$ cat config.mk
export PLATFORM = sky130hd
export DESIGN_NAME = fifo_uart_core
export DESIGN_NICKNAME = d
export VERILOG_FILES = /design/src/pkg/uart_pkg.sv /design/src/fifo_uart_core.sv
export VERILOG_INCLUDE_DIRS = /design/src /design/src/pkg
export SDC_FILE = /design/constraint.sdc
export NUM_CORES = 2
export LEC_CHECK = 0
export BUFFER_PORTS_ARGS = -buffer_cell sky130_fd_sc_hd__buf_2
export CORE_MARGIN = 3
export CORE_UTILIZATION = 30
export CTS_CLUSTER_SIZE = 24
export DETAILED_ROUTE_END_ITERATION = 6
export SYNTH_ARGS = -nofsm -noshare
export SYNTH_HDL_FRONTEND = slang
export SYNTH_SLANG_ARGS = --single-unit
$ cat constraint.sdc
create_clock -name i_clk -period 13.9 [get_ports i_clk]
set_input_delay 1.39 -clock i_clk [delete_from_list [all_inputs] [get_ports i_clk]]
set_output_delay 1.39 -clock i_clk [all_outputs]
set_load 0.05 [all_outputs]
$ cat src/pkg/uart_regs.svh
// Register offsets, field positions, reset values and timing counts of the UART core
`ifndef UART_REGS_SVH
`define UART_REGS_SVH

// ----------------------------------------------------------------------------
// Register offsets
// ----------------------------------------------------------------------------
`define A_HOLDING     5'h00
`define A_IRQ_STAT    5'h02
`define A_LINE_STAT   5'h04
`define A_SYS_STAT    5'h08
`define A_MODE_ONE    5'h09
`define A_MODE_TWO    5'h0a
`define A_LINE_CTRL   5'h0b
`define A_INVERT_CFG  5'h0e
`define A_TRIG_LEVELS 5'h10
`define A_TX_LEVEL    5'h11
`define A_RX_LEVEL    5'h12
`define A_MULT_PREDIV 5'h1a
`define A_BAUD_CFG    5'h1b
`define A_DIV_LOW     5'h1c
`define A_DIV_HIGH    5'h1d
`define A_CLK_SOURCE  5'h1e

// ----------------------------------------------------------------------------
// Field positions
// ----------------------------------------------------------------------------
`define B_RX_OFF      0
`define B_TX_OFF      1
`define B_FIFO_CLR    1
`define B_OUT_INV     5
`define B_IN_INV      4
`define B_RX_TRIG_IRQ 3
`define B_TX_TRIG_IRQ 4
`define B_TX_EMPTY    5
`define B_RX_EMPTY    6
`define B_PAR_ERR     2
`define B_FRAME_ERR   3
`define B_NOISE       5
`define B_CLK_READY   5
`define B_XTAL_SEL    1
`define B_CLK_EN      4
`define B_CLK_TO_PIN  7
`define B_RATE_2X     4
`define B_RATE_4X     5
`define B_STOP2       2
`define B_PAR_EN      3
`define B_PAR_EVEN    4

// ----------------------------------------------------------------------------
// Reset values and sizes
// ----------------------------------------------------------------------------
`define R_IRQ_STAT    8'h60
`define R_LINE_CTRL   8'h05
`define R_TRIG_LEVELS 8'hff
`define R_MULT_PREDIV 8'h01
`define R_DIV_LOW     8'h01
`define R_CLK_SOURCE  8'h08
`define FIFO_DEPTH    8'h80
`define TRIG_STEP     3

// ----------------------------------------------------------------------------
// Timing
// ----------------------------------------------------------------------------
`define CLK_NS        50
`define SETTLE_NS     100000
`define SETTLE_CYC    ((`SETTLE_NS + `CLK_NS - 1) / `CLK_NS)

`endif

$ cat src/pkg/uart_pkg.sv
// Types shared by the UART core
package uart_pkg;
  typedef enum logic [2:0] {TX_IDLE, TX_START, TX_DATA, TX_PAR, TX_STOP} tx_state_t;
  typedef enum logic [2:0] {RX_IDLE, RX_START, RX_DATA, RX_PAR, RX_STOP} rx_state_t;
endpackage : uart_pkg

$ cat src/fifo_uart_core.sv
// UART core with 128-word FIFOs and fractional baud-rate generator
// Notes on behaviour
// RULE1: Written bytes are queued, framed with start, parity, stop and shifted out.
// RULE2: A receive character begins only on a high-to-low input transition.
// RULE3: Transmit and receive paths each own a 128-word FIFO.
// RULE4: Trigger thresholds are four-bit fields counted in steps of eight words.
// RULE5: Transmit fill at or above its threshold sets status bit 4.
// RULE6: Two read-only registers give the transmit and receive word counts.
// RULE7: Empty flag rises as the last queued word starts transmission.
// RULE8: The FIFO clear bit discards both FIFO contents.
// RULE9: Transmit off finishes the current character, then sends nothing more.
// RULE10: Bits 5 and 4 invert serial output and serial input.
// RULE11: Line idles high, start bit is low, bits sampled near midbit.
// RULE12: Received words keep their status; reading one loads line status.
// RULE13: Each received word gets parity, framing and noise checks.
// RULE14: Receive off stops after the word in progress.
// RULE15: Standard mode takes three samples per bit; disagreement marks noise.
// RULE16: With crystal selected, clock-ready bit 5 sets once clocks settle.
// RULE17: Clock-out pin carries 16x, 8x or 4x baud tick, irregular if fractional.
// RULE18: Clock enable plus crystal bit picks crystal, else external clock.
// RULE19: Reference is input divided by predivider 1..63, times PLL 6/48/96/144. The code only stores this register; the baud generator does not use it.
// RULE20: Baud rate is reference over 16 times integer-plus-sixteenths divisor.
// RULE21: Host keeps divisor low byte at least 1 and reference below 96 MHz.
// RULE22: Baud config bits 5:4 pick 2x or 4x rate with single midbit sample.
// RULE23: Fraction spread by stretching ticks one cycle, fraction times per sixteen.
//
// Chosen here: the address-and-strobe port and the placing of the registers.
`timescale 1ns/1ps
`default_nettype none
`include "uart_regs.svh"

module fifo_uart_core (
  input  wire logic       i_clk,
  input  wire logic       i_rst_n,
  input  wire logic [4:0] i_addr,
  input  wire logic [7:0] i_wdata,
  input  wire logic       i_wr,
  input  wire logic       i_rd,
  output logic      [7:0] o_rdata,
  input  wire logic       i_serial_in,
  output logic            o_serial_out,
  output logic            o_handshake_clock_out_pin,
  output logic            o_clock_settled_flag
);

  // --------------------------------------------------------------------------
  // Helpers
  // --------------------------------------------------------------------------
  function automatic logic [4:0] os_len(input logic [7:0] cfg);
    os_len = cfg[`B_RATE_4X] ? 5'h04 : (cfg[`B_RATE_2X] ? 5'h08 : 5'h10);
  endfunction : os_len

  function automatic logic [7:0] mask_len(input logic [7:0] d, input logic [1:0] len);
    mask_len = d & (8'hff >> (2'h3 - len));
  endfunction : mask_len

  // --------------------------------------------------------------------------
  // Storage
  // --------------------------------------------------------------------------
  logic [7:0]  mode_control_one_r, mode_control_two_r, line_ctrl_r, invert_cfg_r;
  logic [7:0]  fifo_trigger_levels_r, multiplier_predivider_cfg_r, baud_config_r;
  logic [7:0]  divisor_low_byte_r, divisor_high_byte_r, clock_source_select_r;
  logic [7:0]  interrupt_status_r, line_status_r, rd_mux;
  logic [7:0]  tx_mem [0:127];
  logic [10:0] rx_mem [0:127];
  logic [6:0]  tx_wp_r, tx_rp_r, rx_wp_r, rx_rp_r;
  logic [7:0]  transmit_fill_count_r, receive_fill_count_r;
  logic        tx_push, tx_pop, rx_push, rx_pop, fifo_clr;
  logic [10:0] rx_word;
  logic [15:0] div;
  logic [16:0] bcnt_r;
  logic [3:0]  acc_r;
  logic        stretch_r, tick_r, run;
  logic [11:0] settle_r;
  uart_pkg::tx_state_t tx_st_r;
  uart_pkg::rx_state_t rx_st_r;
  logic [7:0]  tx_sh_r, rx_sh_r;
  logic [2:0]  tx_bit_r, rx_bit_r;
  logic [4:0]  tx_tk_r, rx_tk_r, os, mid;
  logic        tx_par_r, tx_stop2_r, tx_line_r;
  logic        s1_r, s2_r, s3_r, rx_f_r, rx_prev_r, rx_bit, sa_r, sb_r;
  logic        noise_r, perr_r, smp_ev, smp_v, smp_noise;

  assign div      = {divisor_high_byte_r, divisor_low_byte_r};
  assign os       = os_len(baud_config_r);
  assign mid      = {1'b0, os[4:1]};
  // RULE8 FIFO discard
  assign fifo_clr = mode_control_two_r[`B_FIFO_CLR];
  assign tx_push  = i_wr && i_addr == `A_HOLDING && transmit_fill_count_r != `FIFO_DEPTH;
  assign rx_pop   = i_rd && i_addr == `A_HOLDING && receive_fill_count_r != 8'h00;

  // --------------------------------------------------------------------------
  // Register writes
  // --------------------------------------------------------------------------
  always_ff @(posedge i_clk or negedge i_rst_n) begin
    if (!i_rst_n) begin
      mode_control_one_r          <= 8'h00;
      mode_control_two_r          <= 8'h00;
      line_ctrl_r                 <= `R_LINE_CTRL;
      invert_cfg_r                <= 8'h00;
      fifo_trigger_levels_r       <= `R_TRIG_LEVELS;
      multiplier_predivider_cfg_r <= `R_MULT_PREDIV;
      baud_config_r               <= 8'h00;
      divisor_low_byte_r          <= `R_DIV_LOW;
      divisor_high_byte_r         <= 8'h00;
      clock_source_select_r       <= `R_CLK_SOURCE;
    end else if (i_wr) begin
      case (i_addr)
        `A_MODE_ONE:    mode_control_one_r          <= i_wdata;
        `A_MODE_TWO:    mode_control_two_r          <= i_wdata;
        `A_LINE_CTRL:   line_ctrl_r                 <= i_wdata;
        `A_INVERT_CFG:  invert_cfg_r                <= i_wdata;
        `A_TRIG_LEVELS: fifo_trigger_levels_r       <= i_wdata;
        // RULE19 reference settings stored
        `A_MULT_PREDIV: multiplier_predivider_cfg_r <= i_wdata;
        `A_BAUD_CFG:    baud_config_r               <= i_wdata;
        `A_DIV_LOW:     divisor_low_byte_r          <= i_wdata;
        `A_DIV_HIGH:    divisor_high_byte_r         <= i_wdata;
        `A_CLK_SOURCE:  clock_source_select_r       <= i_wdata;
        default: ;
      endcase
    end
  end

  // --------------------------------------------------------------------------
  // Register reads
  // --------------------------------------------------------------------------
  always_comb begin
    rd_mux = 8'h00;
    case (i_addr)
      `A_HOLDING:     rd_mux = rx_mem[rx_rp_r][7:0];
      `A_IRQ_STAT:    rd_mux = interrupt_status_r;
      `A_LINE_STAT:   rd_mux = line_status_r;
      `A_SYS_STAT:    rd_mux = {2'h0, o_clock_settled_flag, 5'h00};
      `A_MODE_ONE:    rd_mux = mode_control_one_r;
      `A_MODE_TWO:    rd_mux = mode_control_two_r;
      `A_LINE_CTRL:   rd_mux = line_ctrl_r;
      `A_INVERT_CFG:  rd_mux = invert_cfg_r;
      `A_TRIG_LEVELS: rd_mux = fifo_trigger_levels_r;
      // RULE6 level readout
      `A_TX_LEVEL:    rd_mux = transmit_fill_count_r;
      `A_RX_LEVEL:    rd_mux = receive_fill_count_r;
      `A_MULT_PREDIV: rd_mux = multiplier_predivider_cfg_r;
      `A_BAUD_CFG:    rd_mux = baud_config_r;
      `A_DIV_LOW:     rd_mux = divisor_low_byte_r;
      `A_DIV_HIGH:    rd_mux = divisor_high_byte_r;
      `A_CLK_SOURCE:  rd_mux = clock_source_select_r;
      default:        rd_mux = 8'h00;
    endcase
  end

  always_ff @(posedge i_clk or negedge i_rst_n) begin
    if (!i_rst_n) o_rdata <= 8'h00;
    else          o_rdata <= i_rd ? (rx_pop || i_addr != `A_HOLDING ? rd_mux : 8'h00) : 8'h00;
  end

  // Read-to-clear status; a set in the clearing cycle wins
  always_ff @(posedge i_clk or negedge i_rst_n) begin
    if (!i_rst_n) begin
      interrupt_status_r <= `R_IRQ_STAT;
    end else begin
      interrupt_status_r <= (i_rd && i_addr == `A_IRQ_STAT) ? 8'h00 : interrupt_status_r;
      // RULE5 transmit trigger
      if (fifo_trigger_levels_r[3:0] != 4'h0 &&
          transmit_fill_count_r >= {1'b0, fifo_trigger_levels_r[3:0], 3'h0})
        interrupt_status_r[`B_TX_TRIG_IRQ] <= 1'b1;
      // RULE4 receive trigger
      if (fifo_trigger_levels_r[7:4] != 4'h0 &&
          receive_fill_count_r >= {1'b0, fifo_trigger_levels_r[7:4], 3'h0})
        interrupt_status_r[`B_RX_TRIG_IRQ] <= 1'b1;
      // RULE7 last word started
      if (tx_pop && transmit_fill_count_r == 8'h01)
        interrupt_status_r[`B_TX_EMPTY] <= 1'b1;
      if (rx_pop && receive_fill_count_r == 8'h01)
        interrupt_status_r[`B_RX_EMPTY] <= 1'b1;
    end
  end

  // RULE12 status of word read
  always_ff @(posedge i_clk or negedge i_rst_n) begin
    if (!i_rst_n)    line_status_r <= 8'h00;
    else if (rx_pop) line_status_r <= {2'h0, rx_mem[rx_rp_r][10], 1'b0,
                                       rx_mem[rx_rp_r][9:8], 2'h0};
  end

  // --------------------------------------------------------------------------
  // FIFOs
  // --------------------------------------------------------------------------
  always_ff @(posedge i_clk) begin
    if (tx_push) tx_mem[tx_wp_r] <= i_wdata;
    if (rx_push) rx_mem[rx_wp_r] <= rx_word;
  end

  // RULE3 two 128-word FIFOs
  always_ff @(posedge i_clk or negedge i_rst_n) begin
    if (!i_rst_n) begin
      tx_wp_r <= 7'h00;
      tx_rp_r <= 7'h00;
      transmit_fill_count_r <= 8'h00;
      rx_wp_r <= 7'h00;
      rx_rp_r <= 7'h00;
      receive_fill_count_r <= 8'h00;
    end else if (fifo_clr) begin
      tx_wp_r <= 7'h00;
      tx_rp_r <= 7'h00;
      transmit_fill_count_r <= 8'h00;
      rx_wp_r <= 7'h00;
      rx_rp_r <= 7'h00;
      receive_fill_count_r <= 8'h00;
    end else begin
      tx_wp_r <= tx_wp_r + 7'(tx_push);
      tx_rp_r <= tx_rp_r + 7'(tx_pop);
      transmit_fill_count_r <= transmit_fill_count_r + 8'(tx_push) - 8'(tx_pop);
      rx_wp_r <= rx_wp_r + 7'(rx_push);
      rx_rp_r <= rx_rp_r + 7'(rx_pop);
      receive_fill_count_r <= receive_fill_count_r + 8'(rx_push) - 8'(rx_pop);
    end
  end

  // --------------------------------------------------------------------------
  // Clock source and baud generator
  // --------------------------------------------------------------------------
  // RULE16 crystal settle
  always_ff @(posedge i_clk or negedge i_rst_n) begin
    if (!i_rst_n) begin
      settle_r <= 12'h000;
      o_clock_settled_flag <= 1'b0;
    end else begin
      o_clock_settled_flag <= 1'b0;
      if (!clock_source_select_r[`B_CLK_EN] || !clock_source_select_r[`B_XTAL_SEL])
        settle_r <= 12'h000;
      else if (settle_r != 12'(`SETTLE_CYC))
        settle_r <= settle_r + 12'h001;
      else
        o_clock_settled_flag <= 1'b1;
    end
  end

  // RULE18 source select; external clock runs at once
  assign run = clock_source_select_r[`B_CLK_EN] &&
               (!clock_source_select_r[`B_XTAL_SEL] || o_clock_settled_flag);

  // RULE20 tick every divisor cycles
  // RULE23 fraction spread by carry
  always_ff @(posedge i_clk or negedge i_rst_n) begin
    if (!i_rst_n) begin
      bcnt_r <= 17'h00000;
      acc_r <= 4'h0;
      stretch_r <= 1'b0;
      tick_r <= 1'b0;
    end else if (!run) begin
      bcnt_r <= 17'h00000;
      acc_r <= 4'h0;
      stretch_r <= 1'b0;
      tick_r <= 1'b0;
    end else if (bcnt_r + 17'h00001 >= {1'b0, div} + 17'(stretch_r)) begin
      bcnt_r <= 17'h00000;
      {stretch_r, acc_r} <= {1'b0, acc_r} + {1'b0, baud_config_r[3:0]};
      tick_r <= 1'b1;
    end else begin
      bcnt_r <= bcnt_r + 17'h00001;
      tick_r <= 1'b0;
    end
  end

  // RULE17 baud tick on pin
  always_ff @(posedge i_clk or negedge i_rst_n) begin
    if (!i_rst_n) o_handshake_clock_out_pin <= 1'b0;
    else          o_handshake_clock_out_pin <= clock_source_select_r[`B_CLK_TO_PIN] & tick_r;
  end

  // --------------------------------------------------------------------------
  // Transmitter
  // --------------------------------------------------------------------------
  // RULE9 start only when not disabled
  assign tx_pop = tx_st_r == uart_pkg::TX_IDLE && tick_r && !fifo_clr &&
                  !mode_control_one_r[`B_TX_OFF] && transmit_fill_count_r != 8'h00;

  // RULE1 framing and shifting
  always_ff @(posedge i_clk or negedge i_rst_n) begin
    if (!i_rst_n) begin
      tx_st_r <= uart_pkg::TX_IDLE;
      tx_sh_r <= 8'h00;
      tx_bit_r <= 3'h0;
      tx_tk_r <= 5'h00;
      tx_par_r <= 1'b0;
      tx_stop2_r <= 1'b0;
      tx_line_r <= 1'b1;
    end else if (tx_pop) begin
      tx_st_r <= uart_pkg::TX_START;
      tx_sh_r <= mask_len(tx_mem[tx_rp_r], line_ctrl_r[1:0]);
      tx_par_r <= ^mask_len(tx_mem[tx_rp_r], line_ctrl_r[1:0]) ^ ~line_ctrl_r[`B_PAR_EVEN];
      tx_bit_r <= 3'h0;
      tx_tk_r <= 5'h00;
      tx_stop2_r <= line_ctrl_r[`B_STOP2];
      tx_line_r <= 1'b0;
    end else if (tick_r && tx_st_r != uart_pkg::TX_IDLE) begin
      tx_tk_r <= tx_tk_r + 5'h01;
      if (tx_tk_r == os - 5'h01) begin
        tx_tk_r <= 5'h00;
        unique case (tx_st_r)
          uart_pkg::TX_START, uart_pkg::TX_DATA: begin
            if (tx_st_r == uart_pkg::TX_DATA && tx_bit_r == {1'b1, line_ctrl_r[1:0]}) begin
              tx_st_r <= line_ctrl_r[`B_PAR_EN] ? uart_pkg::TX_PAR : uart_pkg::TX_STOP;
              tx_line_r <= line_ctrl_r[`B_PAR_EN] ? tx_par_r : 1'b1;
            end else begin
              if (tx_st_r == uart_pkg::TX_DATA) tx_bit_r <= tx_bit_r + 3'h1;
              tx_st_r <= uart_pkg::TX_DATA;
              tx_line_r <= tx_sh_r[0];
              tx_sh_r <= {1'b0, tx_sh_r[7:1]};
            end
          end
          uart_pkg::TX_PAR: begin
            tx_st_r <= uart_pkg::TX_STOP;
            tx_line_r <= 1'b1;
          end
          uart_pkg::TX_STOP: begin
            if (tx_stop2_r) tx_stop2_r <= 1'b0;
            else            tx_st_r <= uart_pkg::TX_IDLE;
          end
          uart_pkg::TX_IDLE: ;
        endcase
      end
    end
  end

  // RULE10 output inversion
  always_ff @(posedge i_clk or negedge i_rst_n) begin
    if (!i_rst_n) o_serial_out <= 1'b1;
    else          o_serial_out <= tx_line_r ^ invert_cfg_r[`B_OUT_INV];
  end

  // --------------------------------------------------------------------------
  // Receiver
  // --------------------------------------------------------------------------
  always_ff @(posedge i_clk or negedge i_rst_n) begin
    if (!i_rst_n) begin
      s1_r <= 1'b1;
      s2_r <= 1'b1;
      s3_r <= 1'b1;
      rx_f_r <= 1'b1;
      rx_prev_r <= 1'b1;
    end else begin
      s1_r <= i_serial_in;
      s2_r <= s1_r;
      s3_r <= s2_r;
      if (s2_r == s3_r) rx_f_r <= s3_r;
      rx_prev_r <= rx_bit;
    end
  end

  // RULE10 input inversion
  assign rx_bit = rx_f_r ^ invert_cfg_r[`B_IN_INV];

  // RULE11 midbit sampling
  // RULE15 three-sample vote in standard mode
  // RULE22 single sample at 2x and 4x
  always_comb begin
    smp_ev = 1'b0;
    smp_v = rx_bit;
    smp_noise = 1'b0;
    if (tick_r && rx_st_r != uart_pkg::RX_IDLE) begin
      if (os != 5'h10) begin
        smp_ev = rx_tk_r == mid;
      end else begin
        smp_ev = rx_tk_r == mid + 5'h01;
        smp_v = (sa_r & sb_r) | (sa_r & rx_bit) | (sb_r & rx_bit);
        smp_noise = !(sa_r == sb_r && sb_r == rx_bit);
      end
    end
  end

  // RULE13 parity, framing, noise stored
  assign rx_word = {noise_r | smp_noise, !smp_v, perr_r,
                    rx_sh_r >> (2'h3 - line_ctrl_r[1:0])};
  assign rx_push = smp_ev && rx_st_r == uart_pkg::RX_STOP && !fifo_clr &&
                   receive_fill_count_r != `FIFO_DEPTH;

  always_ff @(posedge i_clk or negedge i_rst_n) begin
    if (!i_rst_n) begin
      rx_st_r <= uart_pkg::RX_IDLE;
      rx_sh_r <= 8'h00;
      rx_bit_r <= 3'h0;
      rx_tk_r <= 5'h00;
      sa_r <= 1'b1;
      sb_r <= 1'b1;
      noise_r <= 1'b0;
      perr_r <= 1'b0;
    end else if (rx_st_r == uart_pkg::RX_IDLE) begin
      // RULE2 falling edge starts
      // RULE14 no new word when off
      if (run && !mode_control_one_r[`B_RX_OFF] && rx_prev_r && !rx_bit) begin
        rx_st_r <= uart_pkg::RX_START;
        rx_tk_r <= 5'h00;
        rx_bit_r <= 3'h0;
        noise_r <= 1'b0;
        perr_r <= 1'b0;
        rx_sh_r <= 8'h00;
      end
    end else if (tick_r) begin
      rx_tk_r <= (rx_tk_r == os - 5'h01) ? 5'h00 : rx_tk_r + 5'h01;
      if (rx_tk_r == mid - 5'h01) sa_r <= rx_bit;
      if (rx_tk_r == mid) sb_r <= rx_bit;
      if (smp_ev) begin
        noise_r <= noise_r | smp_noise;
        unique case (rx_st_r)
          uart_pkg::RX_START: begin
            if (smp_v) rx_st_r <= uart_pkg::RX_IDLE;
            else       rx_st_r <= uart_pkg::RX_DATA;
          end
          uart_pkg::RX_DATA: begin
            rx_sh_r <= {smp_v, rx_sh_r[7:1]};
            rx_bit_r <= rx_bit_r + 3'h1;
            if (rx_bit_r == {1'b1, line_ctrl_r[1:0]})
              rx_st_r <= line_ctrl_r[`B_PAR_EN] ? uart_pkg::RX_PAR : uart_pkg::RX_STOP;
          end
          uart_pkg::RX_PAR: begin
            perr_r <= smp_v != (^(rx_sh_r >> (2'h3 - line_ctrl_r[1:0])) ^
                                ~line_ctrl_r[`B_PAR_EVEN]);
            rx_st_r <= uart_pkg::RX_STOP;
          end
          uart_pkg::RX_STOP: rx_st_r <= uart_pkg::RX_IDLE;
          uart_pkg::RX_IDLE: ;
        endcase
      end
    end
  end

  // --------------------------------------------------------------------------
  // Assertions
  // --------------------------------------------------------------------------
  a_fifo_bound: assert property (@(posedge i_clk) disable iff (!i_rst_n) // RULE3
    transmit_fill_count_r <= `FIFO_DEPTH && receive_fill_count_r <= `FIFO_DEPTH)
    else $error("fifo count above depth");

  a_tx_trig_set: assert property (@(posedge i_clk) disable iff (!i_rst_n) // RULE5
    (fifo_trigger_levels_r[3:0] != 4'h0 &&
     transmit_fill_count_r >= {1'b0, fifo_trigger_levels_r[3:0], 3'h0})
    |=> interrupt_status_r[`B_TX_TRIG_IRQ])
    else $error("transmit trigger flag not set");

  a_level_read: assert property (@(posedge i_clk) disable iff (!i_rst_n) // RULE6
    (i_rd && i_addr == `A_TX_LEVEL) |=> o_rdata == $past(transmit_fill_count_r))
    else $error("transmit level readback wrong");

  a_tx_empty_flag: assert property (@(posedge i_clk) disable iff (!i_rst_n) // RULE7
    (tx_pop && transmit_fill_count_r == 8'h01)
    |=> interrupt_status_r[`B_TX_EMPTY] && tx_st_r == uart_pkg::TX_START)
    else $error("empty flag missing on last word");

  a_fifo_clear: assert property (@(posedge i_clk) disable iff (!i_rst_n) // RULE8
    fifo_clr |=> transmit_fill_count_r == 8'h00 && receive_fill_count_r == 8'h00)
    else $error("fifo clear left words");

  a_tx_off_idle: assert property (@(posedge i_clk) disable iff (!i_rst_n) // RULE9
    (tx_st_r == uart_pkg::TX_IDLE && mode_control_one_r[`B_TX_OFF])
    |=> tx_st_r == uart_pkg::TX_IDLE ##0 o_serial_out == $past(invert_cfg_r[`B_OUT_INV]) ^ 1'b1)
    else $error("transmitter started while off");

  a_rx_start_edge: assert property (@(posedge i_clk) disable iff (!i_rst_n) // RULE2
    (rx_st_r == uart_pkg::RX_IDLE && !(rx_prev_r && !rx_bit)) |=> rx_st_r == uart_pkg::RX_IDLE)
    else $error("receiver started without falling edge");

  a_rx_off_idle: assert property (@(posedge i_clk) disable iff (!i_rst_n) // RULE14
    (rx_st_r == uart_pkg::RX_IDLE && mode_control_one_r[`B_RX_OFF])
    |=> rx_st_r == uart_pkg::RX_IDLE)
    else $error("receiver started while off");

  a_tick_gap: assert property (@(posedge i_clk) disable iff (!i_rst_n) // RULE20
    (tick_r && div >= 16'h0002) |=> !tick_r)
    else $error("baud ticks too close");

  a_settle_src: assert property (@(posedge i_clk) disable iff (!i_rst_n) // RULE16
    o_clock_settled_flag |-> $past(clock_source_select_r[`B_CLK_EN] &&
                                   clock_source_select_r[`B_XTAL_SEL]))
    else $error("clock ready without crystal");

endmodule : fifo_uart_core

`default_nettype wire

# Yosys cells after proc, flatten, opt, wreduce, memory -nomap -nowiden
# Memory sizes are Yosys's and may differ from the RTL's.
# Cells that the tools add are included.
# Widths: inputs -> output; s select.
# totals
reg_bits	227
ramBits	2432
in_bits	18
output_inout_bits	11
word_cells	321
memories	2
# mem_list
memory	words	word_bits	read_ports	rd_clocked_by_memory_dff	wr	line_no	rtl
rx_mem	128	11	1	0	1	fifo_uart_core.sv:65	logic [10:0] rx_mem [0:127];
tx_mem	128	8	1	0	1	fifo_uart_core.sv:64	logic [7:0] tx_mem [0:127];
# classes
n_addsub	20
magnitude_cmp	3
eq_ne	45
shifts	2
mux	98
bitwise_logic	14
n_reduce_logical	87
# ops
operator	n
$pmux 8 s16	1
$mux 8	14
$mux 3	22
$mux 5	9
$eq 5x5->1 const B	8
$mux 1	37
$mux 7	5
$mux 17	2
$add 7x1->7	4
$reduce_bool 2->1	14
$eq 5x4->1 const B	5
$logic_and 1x1->1	24
$mux 12	2
$reduce_and 2->1	11
$eq 5x5->1	4
$add 16x1->17	1
$add 17x1->17 const B	1
$ge 17x17->1	1
$add 8x1->8	2
$eq 8x1->1 const B	2
$ge 8x7->1	2
$ne 8x8->1 const B	2
$reduce_and 4->1	4
$reduce_bool 8->1	2
other kinds (46)	90

# Depth between registers and ports, before layout
# depth
depth_word	12
depth_mapped	19
ltp_nobuf	18

# Worst setup path before layout
# OpenSTA, ideal clock, no wires.
# synth_timing
path_kind	flip-flop to flip-flop
startpoint	register line_ctrl_r[1]
endpoint	memory rx_mem[0][6], data pin
setup_ns	1.240
t_arrival_ns	6.132
t_required_ns	12.660
slack_ns	6.528
stages_incl_launch_ff	4
path_buffers	2
period_less_slack_ns	7.372
path_cell_list	dfrtp_1 clkbuf_1 clkbuf_1 a21boi_0
# synth_between
elab_chain_len	2
# synth_rtl
item	line_no	rtl
start: declaration	fifo_uart_core.sv:60	logic [7:0] mode_control_one_r, mode_control_two_r, line_ctrl_r, invert_cfg_r;
start signal: assignment	fifo_uart_core.sv:99	line_ctrl_r <= `R_LINE_CTRL;
start signal: assignment	fifo_uart_core.sv:111	`A_LINE_CTRL: line_ctrl_r <= i_wdata;
$sub 2x2->2	fifo_uart_core.sv:375	rx_sh_r >> (2'h3 - line_ctrl_r[1:0])};
$shr 8x2->8	fifo_uart_core.sv:375	
named net rx_word[6]	fifo_uart_core.sv:69	logic [10:0] rx_word;
end: declaration	fifo_uart_core.sv:65	
# The timed path passes the listed nets, and every way through them passes these cells.

# Final worst setup path
# layout_timing
startpoint	register rx_rp_r[0]
endpoint	register o_rdata[7]
# layout_between
elab_chain_len	4
# layout_rtl
item	line_no	rtl
start: declaration	fifo_uart_core.sv:66	logic [6:0] tx_wp_r, tx_rp_r, rx_wp_r, rx_rp_r;
start signal: assignment	fifo_uart_core.sv:215	rx_rp_r <= rx_rp_r + 7'(rx_pop);
$mem_v2 128x11	n/a	
$pmux 8 s16	fifo_uart_core.sv:130	case (i_addr)
$mux 8 (2 in series)	fifo_uart_core.sv:154	else o_rdata <= i_rd ? (rx_pop || i_addr != `A_HOLDING ? rd_mux : 8'h00) : 8'h00;
end signal: assignment	fifo_uart_core.sv:154	
end: declaration	fifo_uart_core.sv:39	output logic [7:0] o_rdata,
# Every way passes these cells.
# A chain may end at the register's enable or synchronous reset.

==> results.tsv <==
stage	metric	value	unit
place	dp_slack	8.33	ns
logic_synthesis	yosysMostFrequentCell	edfxtp_1	
cells_and_area	finish.utilization	0.344	
floorplanning	rows	217	
logic_synthesis	synth_area_leader_cell	edfxtp_1	
sta	whs	0.364	ns
clock_tree	clock_latency	0.85	ns
sta	hold_viol	0	
critical_path	required	14.57	ns
power	total_power	16.7	mW
logic_synthesis	syn_avg_cell_area	20.4	um^2
global_routing	grt_pass1_wl	380000	um
cells_and_area	layout-drive-gt1-share	0.251	
sta	setup_violations	0	
critical_path	cp_common_cell	mux4_2	
clock_tree	clkTransAtPathRegs	0.06	ns
place	port_buffers	28	
clock_tree	cts_buffers	266	
global_routing	grt_max_degree	132	
floorplanning	initial_utilization	0.302	
detailed_routing	postRouteAntennaNets	0	
sta	tns	0	ns
critical_path	crit_path_top_delay_cell	dfrtp_4	
logic_synthesis	synth_top_area_frac	0.689	
power	p_per_area	139	nW/um^2
place	dp_hpwl	154000	um
logic_synthesis	synth_compound_area_frac	0.0231	
detailed_routing	first_pass_iters	5	
critical_path	slowest_delay	1.08	ns
critical_path	cp-end-kind	flip-flop	
global_routing	grt_overflow	0	
critical_path	path_max_fanout	115	
sta	tightest_slew	1.38	ns
sta	period_needed	5.43	ns
logic_synthesis	ys_seq_area_frac	0.743	
logic_synthesis	synthSimpleGateAreaFrac	0.0332	
sta	finalMaxSlewViolations	0	
critical_path	critical_path.cell_chain	buf_12 > buf_12 > mux4_2 > mux4_2 > mux4_2 > mux2_2 > nand2_1 > a41oi_1	
logic_synthesis	yosys.cell_types.count	71	
logic_synthesis	yosys-top-cells-count	edfxtp_1 (2432), mux4_2 (678), nor2_1 (386), dfrtp_1 (203), nand2_1 (184)	
sta	max_freq	184	MHz
floorplanning	design.core.area	351000	um^2
detailed_routing	first_iter_violations	5452	
place	dp.cells	9823	
sta	slew_headroom	0.0757	
floorplanning	io_pins	29	
logic_synthesis	yosys.area_share.xor_xnor	0.00848	
power	p_leak	39.4	nW
critical_path	critical_path_class	reg -> reg	
detailed_routing	drc_errors	0	
cells_and_area	final_area	121000	um^2
logic_synthesis	synth-main-ff-cell	edfxtp_1	
logic_synthesis	yosys.area_share.adder	0.00916	
global_routing	antenna_found_initial	16	
logic_synthesis	ys_top_cells_by_area	edfxtp_1 (69%), mux4_2 (14%), dfrtp_1 (4.8%), nor2_1 (1.4%), mux2_2 (1.1%)	
sta	period_share	0.390	
critical_path	start_kind	flip-flop	
min_path	hold_class	reg -> reg	
clock_tree	cts_tree	yes	
clock_tree	cts_resized	0	
clock_tree	clockBufferDepth	4	
sta	rsz0062_at_grt	false	
detailed_routing	via_per_inst	5.05	
floorplanning	die_w	600	um
floorplanning	dieArea	360000	um^2
detailed_routing	drt-total-wl	260000	um
clock_tree	post_cts_buffers	0	
clock_tree	holdBufCountCts	0	
logic_synthesis	synth_edf_count	2432	
logic_synthesis	synthCells	5201	
detailed_routing	post_drt_wl_per_cell	25.2	um
global_routing	grt.total_usage	0.141	
detailed_routing	route.vias.total	51982	
outcome	outcome	finished clean	
cells_and_area	fin_nets	5476	
logic_synthesis	synth_nets	5294	
logic_synthesis	async_reset_ff_frac	0.0854	
critical_path	crit_arrival	6.10	ns
run	maxCapViolations	0	
logic_synthesis	synth-seq-cells	2659	
cells_and_area	fin_cells	10294	
cells_and_area	area_delta_synth_final	13.8	%
logic_synthesis	ys_warn_count	0	
clock_tree	cts.sinks	2659	
power	ir_worst_vdd	92.3	uV
sta	fin_skew	0.0338	ns
place	gp_routability_congestion	0.834	
sta	worst_slack	8.47	ns
logic_synthesis	synth_top_family_by_area	multiplexers	
floorplanning	die_h	600	um
clock_tree	cts_root_buffer	clkbuf_16	
logic_synthesis	syn_area	106000	um^2
clock_tree	cts-htree-levels	5	
logic_synthesis	synthMuxAreaShare	0.169	
global_routing	grt_pass1_vias	52948	
place	placed_cell_area	112000	um^2
[state kept, by name, indices dropped and copies added (netlist names), 12 cells and up]
| register | count |
|---|---|
| bcnt_r | 17 |
| rx_mem | 1408 |
| settle_r | 12 |
| tx_mem | 1024 |
[worst max-delay path: cells and delay by family (launching register included)]
kind | cells | cell delay, ns
simple gates | 1 | 0.10
flops | 1 | 1.08
mux | 4 | 2.08
buf+inv | 2 | 1.24
compound gates | 1 | 0.13
[kinds of logic (layout without fill, tap and decap cells)]
| logic type | count (synthesis) | after routing |
|---|---|---|
| flip-flops | 2659 | 2659 |
| multiplexers | 902 | 902 |
| AND/OR/NAND/NOR | 795 | 795 |
| AO/OA/AOI/OAI | 358 | 358 |
| buffers and inverters | 310 | 692 |
| XOR/XNOR | 101 | 101 |
| adder cells (fa/ha/maj) | 76 | 76 |
| other | 0 | 3 |
[path summary, 6_finish.rpt]
check                            from         end  slack [ns]  depth (start not counted)
setup / recovery           rx_rp_r[0]  o_rdata[7]        8.47                          8
hold / removal                   s1_r        s2_r        0.36                          0
setup reg to reg           rx_rp_r[0]  o_rdata[7]        8.47                          8
hold reg to reg                  s1_r        s2_r        0.36                          0
max in group asynchronous     i_rst_n  rx_rp_r[3]       11.65                          2
min in group asynchronous     i_rst_n  tx_sh_r[3]        0.53                          1
[placed cells by master (no fill, tap or decap), drive strengths merged, types with 15 or more instances in the layout]
| cell | count |
|---|---|
| clkinv | 99 |
| inv | 54 |
| edfxtp | 2432 |
| mux2 | 102 |
| nor3 | 15 |
| a211oi | 32 |
| bufinv | 20 |
| dfstp | 24 |
| ha | 72 |
| mux2i | 103 |
| nor2b | 55 |
| a21oi | 67 |
| dfrtp | 203 |
| nand4 | 20 |
| nor2 | 386 |
| a22o | 23 |
| xnor2 | 57 |
| a22oi | 28 |
| o21ai | 73 |
| mux4 | 697 |
| buf | 177 |
| a221oi | 30 |
| xor2 | 43 |
| clkbuf | 338 |
| nand3 | 52 |
| o22ai | 19 |
| nand2 | 184 |
[final cells by class]
| class | instances | area [um^2] |
|---|---|---|
| sequential | 2659 | 78800 |
| multi-input combinational | 2232 | 26000 |
| clock buffer | 338 | 7260 |
| timing repair buffer | 177 | 1360 |
| inverter | 47 | 181 |
| tap | 4708 | 5890 |
| fill | 32482 | 230000 |
| clock inverter | 130 | 1150 |
| antenna | 3 | 7.51 |
[routing by layer]
metal  vias up  routed length (um)  GRT usage
li1      21707                   -          -
met1     27973              108000      0.193
met3       396               16200     0.0200
met2      1906              128000      0.234
met5         -                   0          0
met4         0                6660     0.0404
[power breakdown]
group | switching [mW] | internal, mW | total (mW)
clock | 2.98 | 4.07 | 7.05
sequential | 0.132 | 8.81 | 8.95
combinational | 0.440 | 0.293 | 0.734
total | 3.55 | 13.2 | 16.7
(Power assumes the default switching activity.)
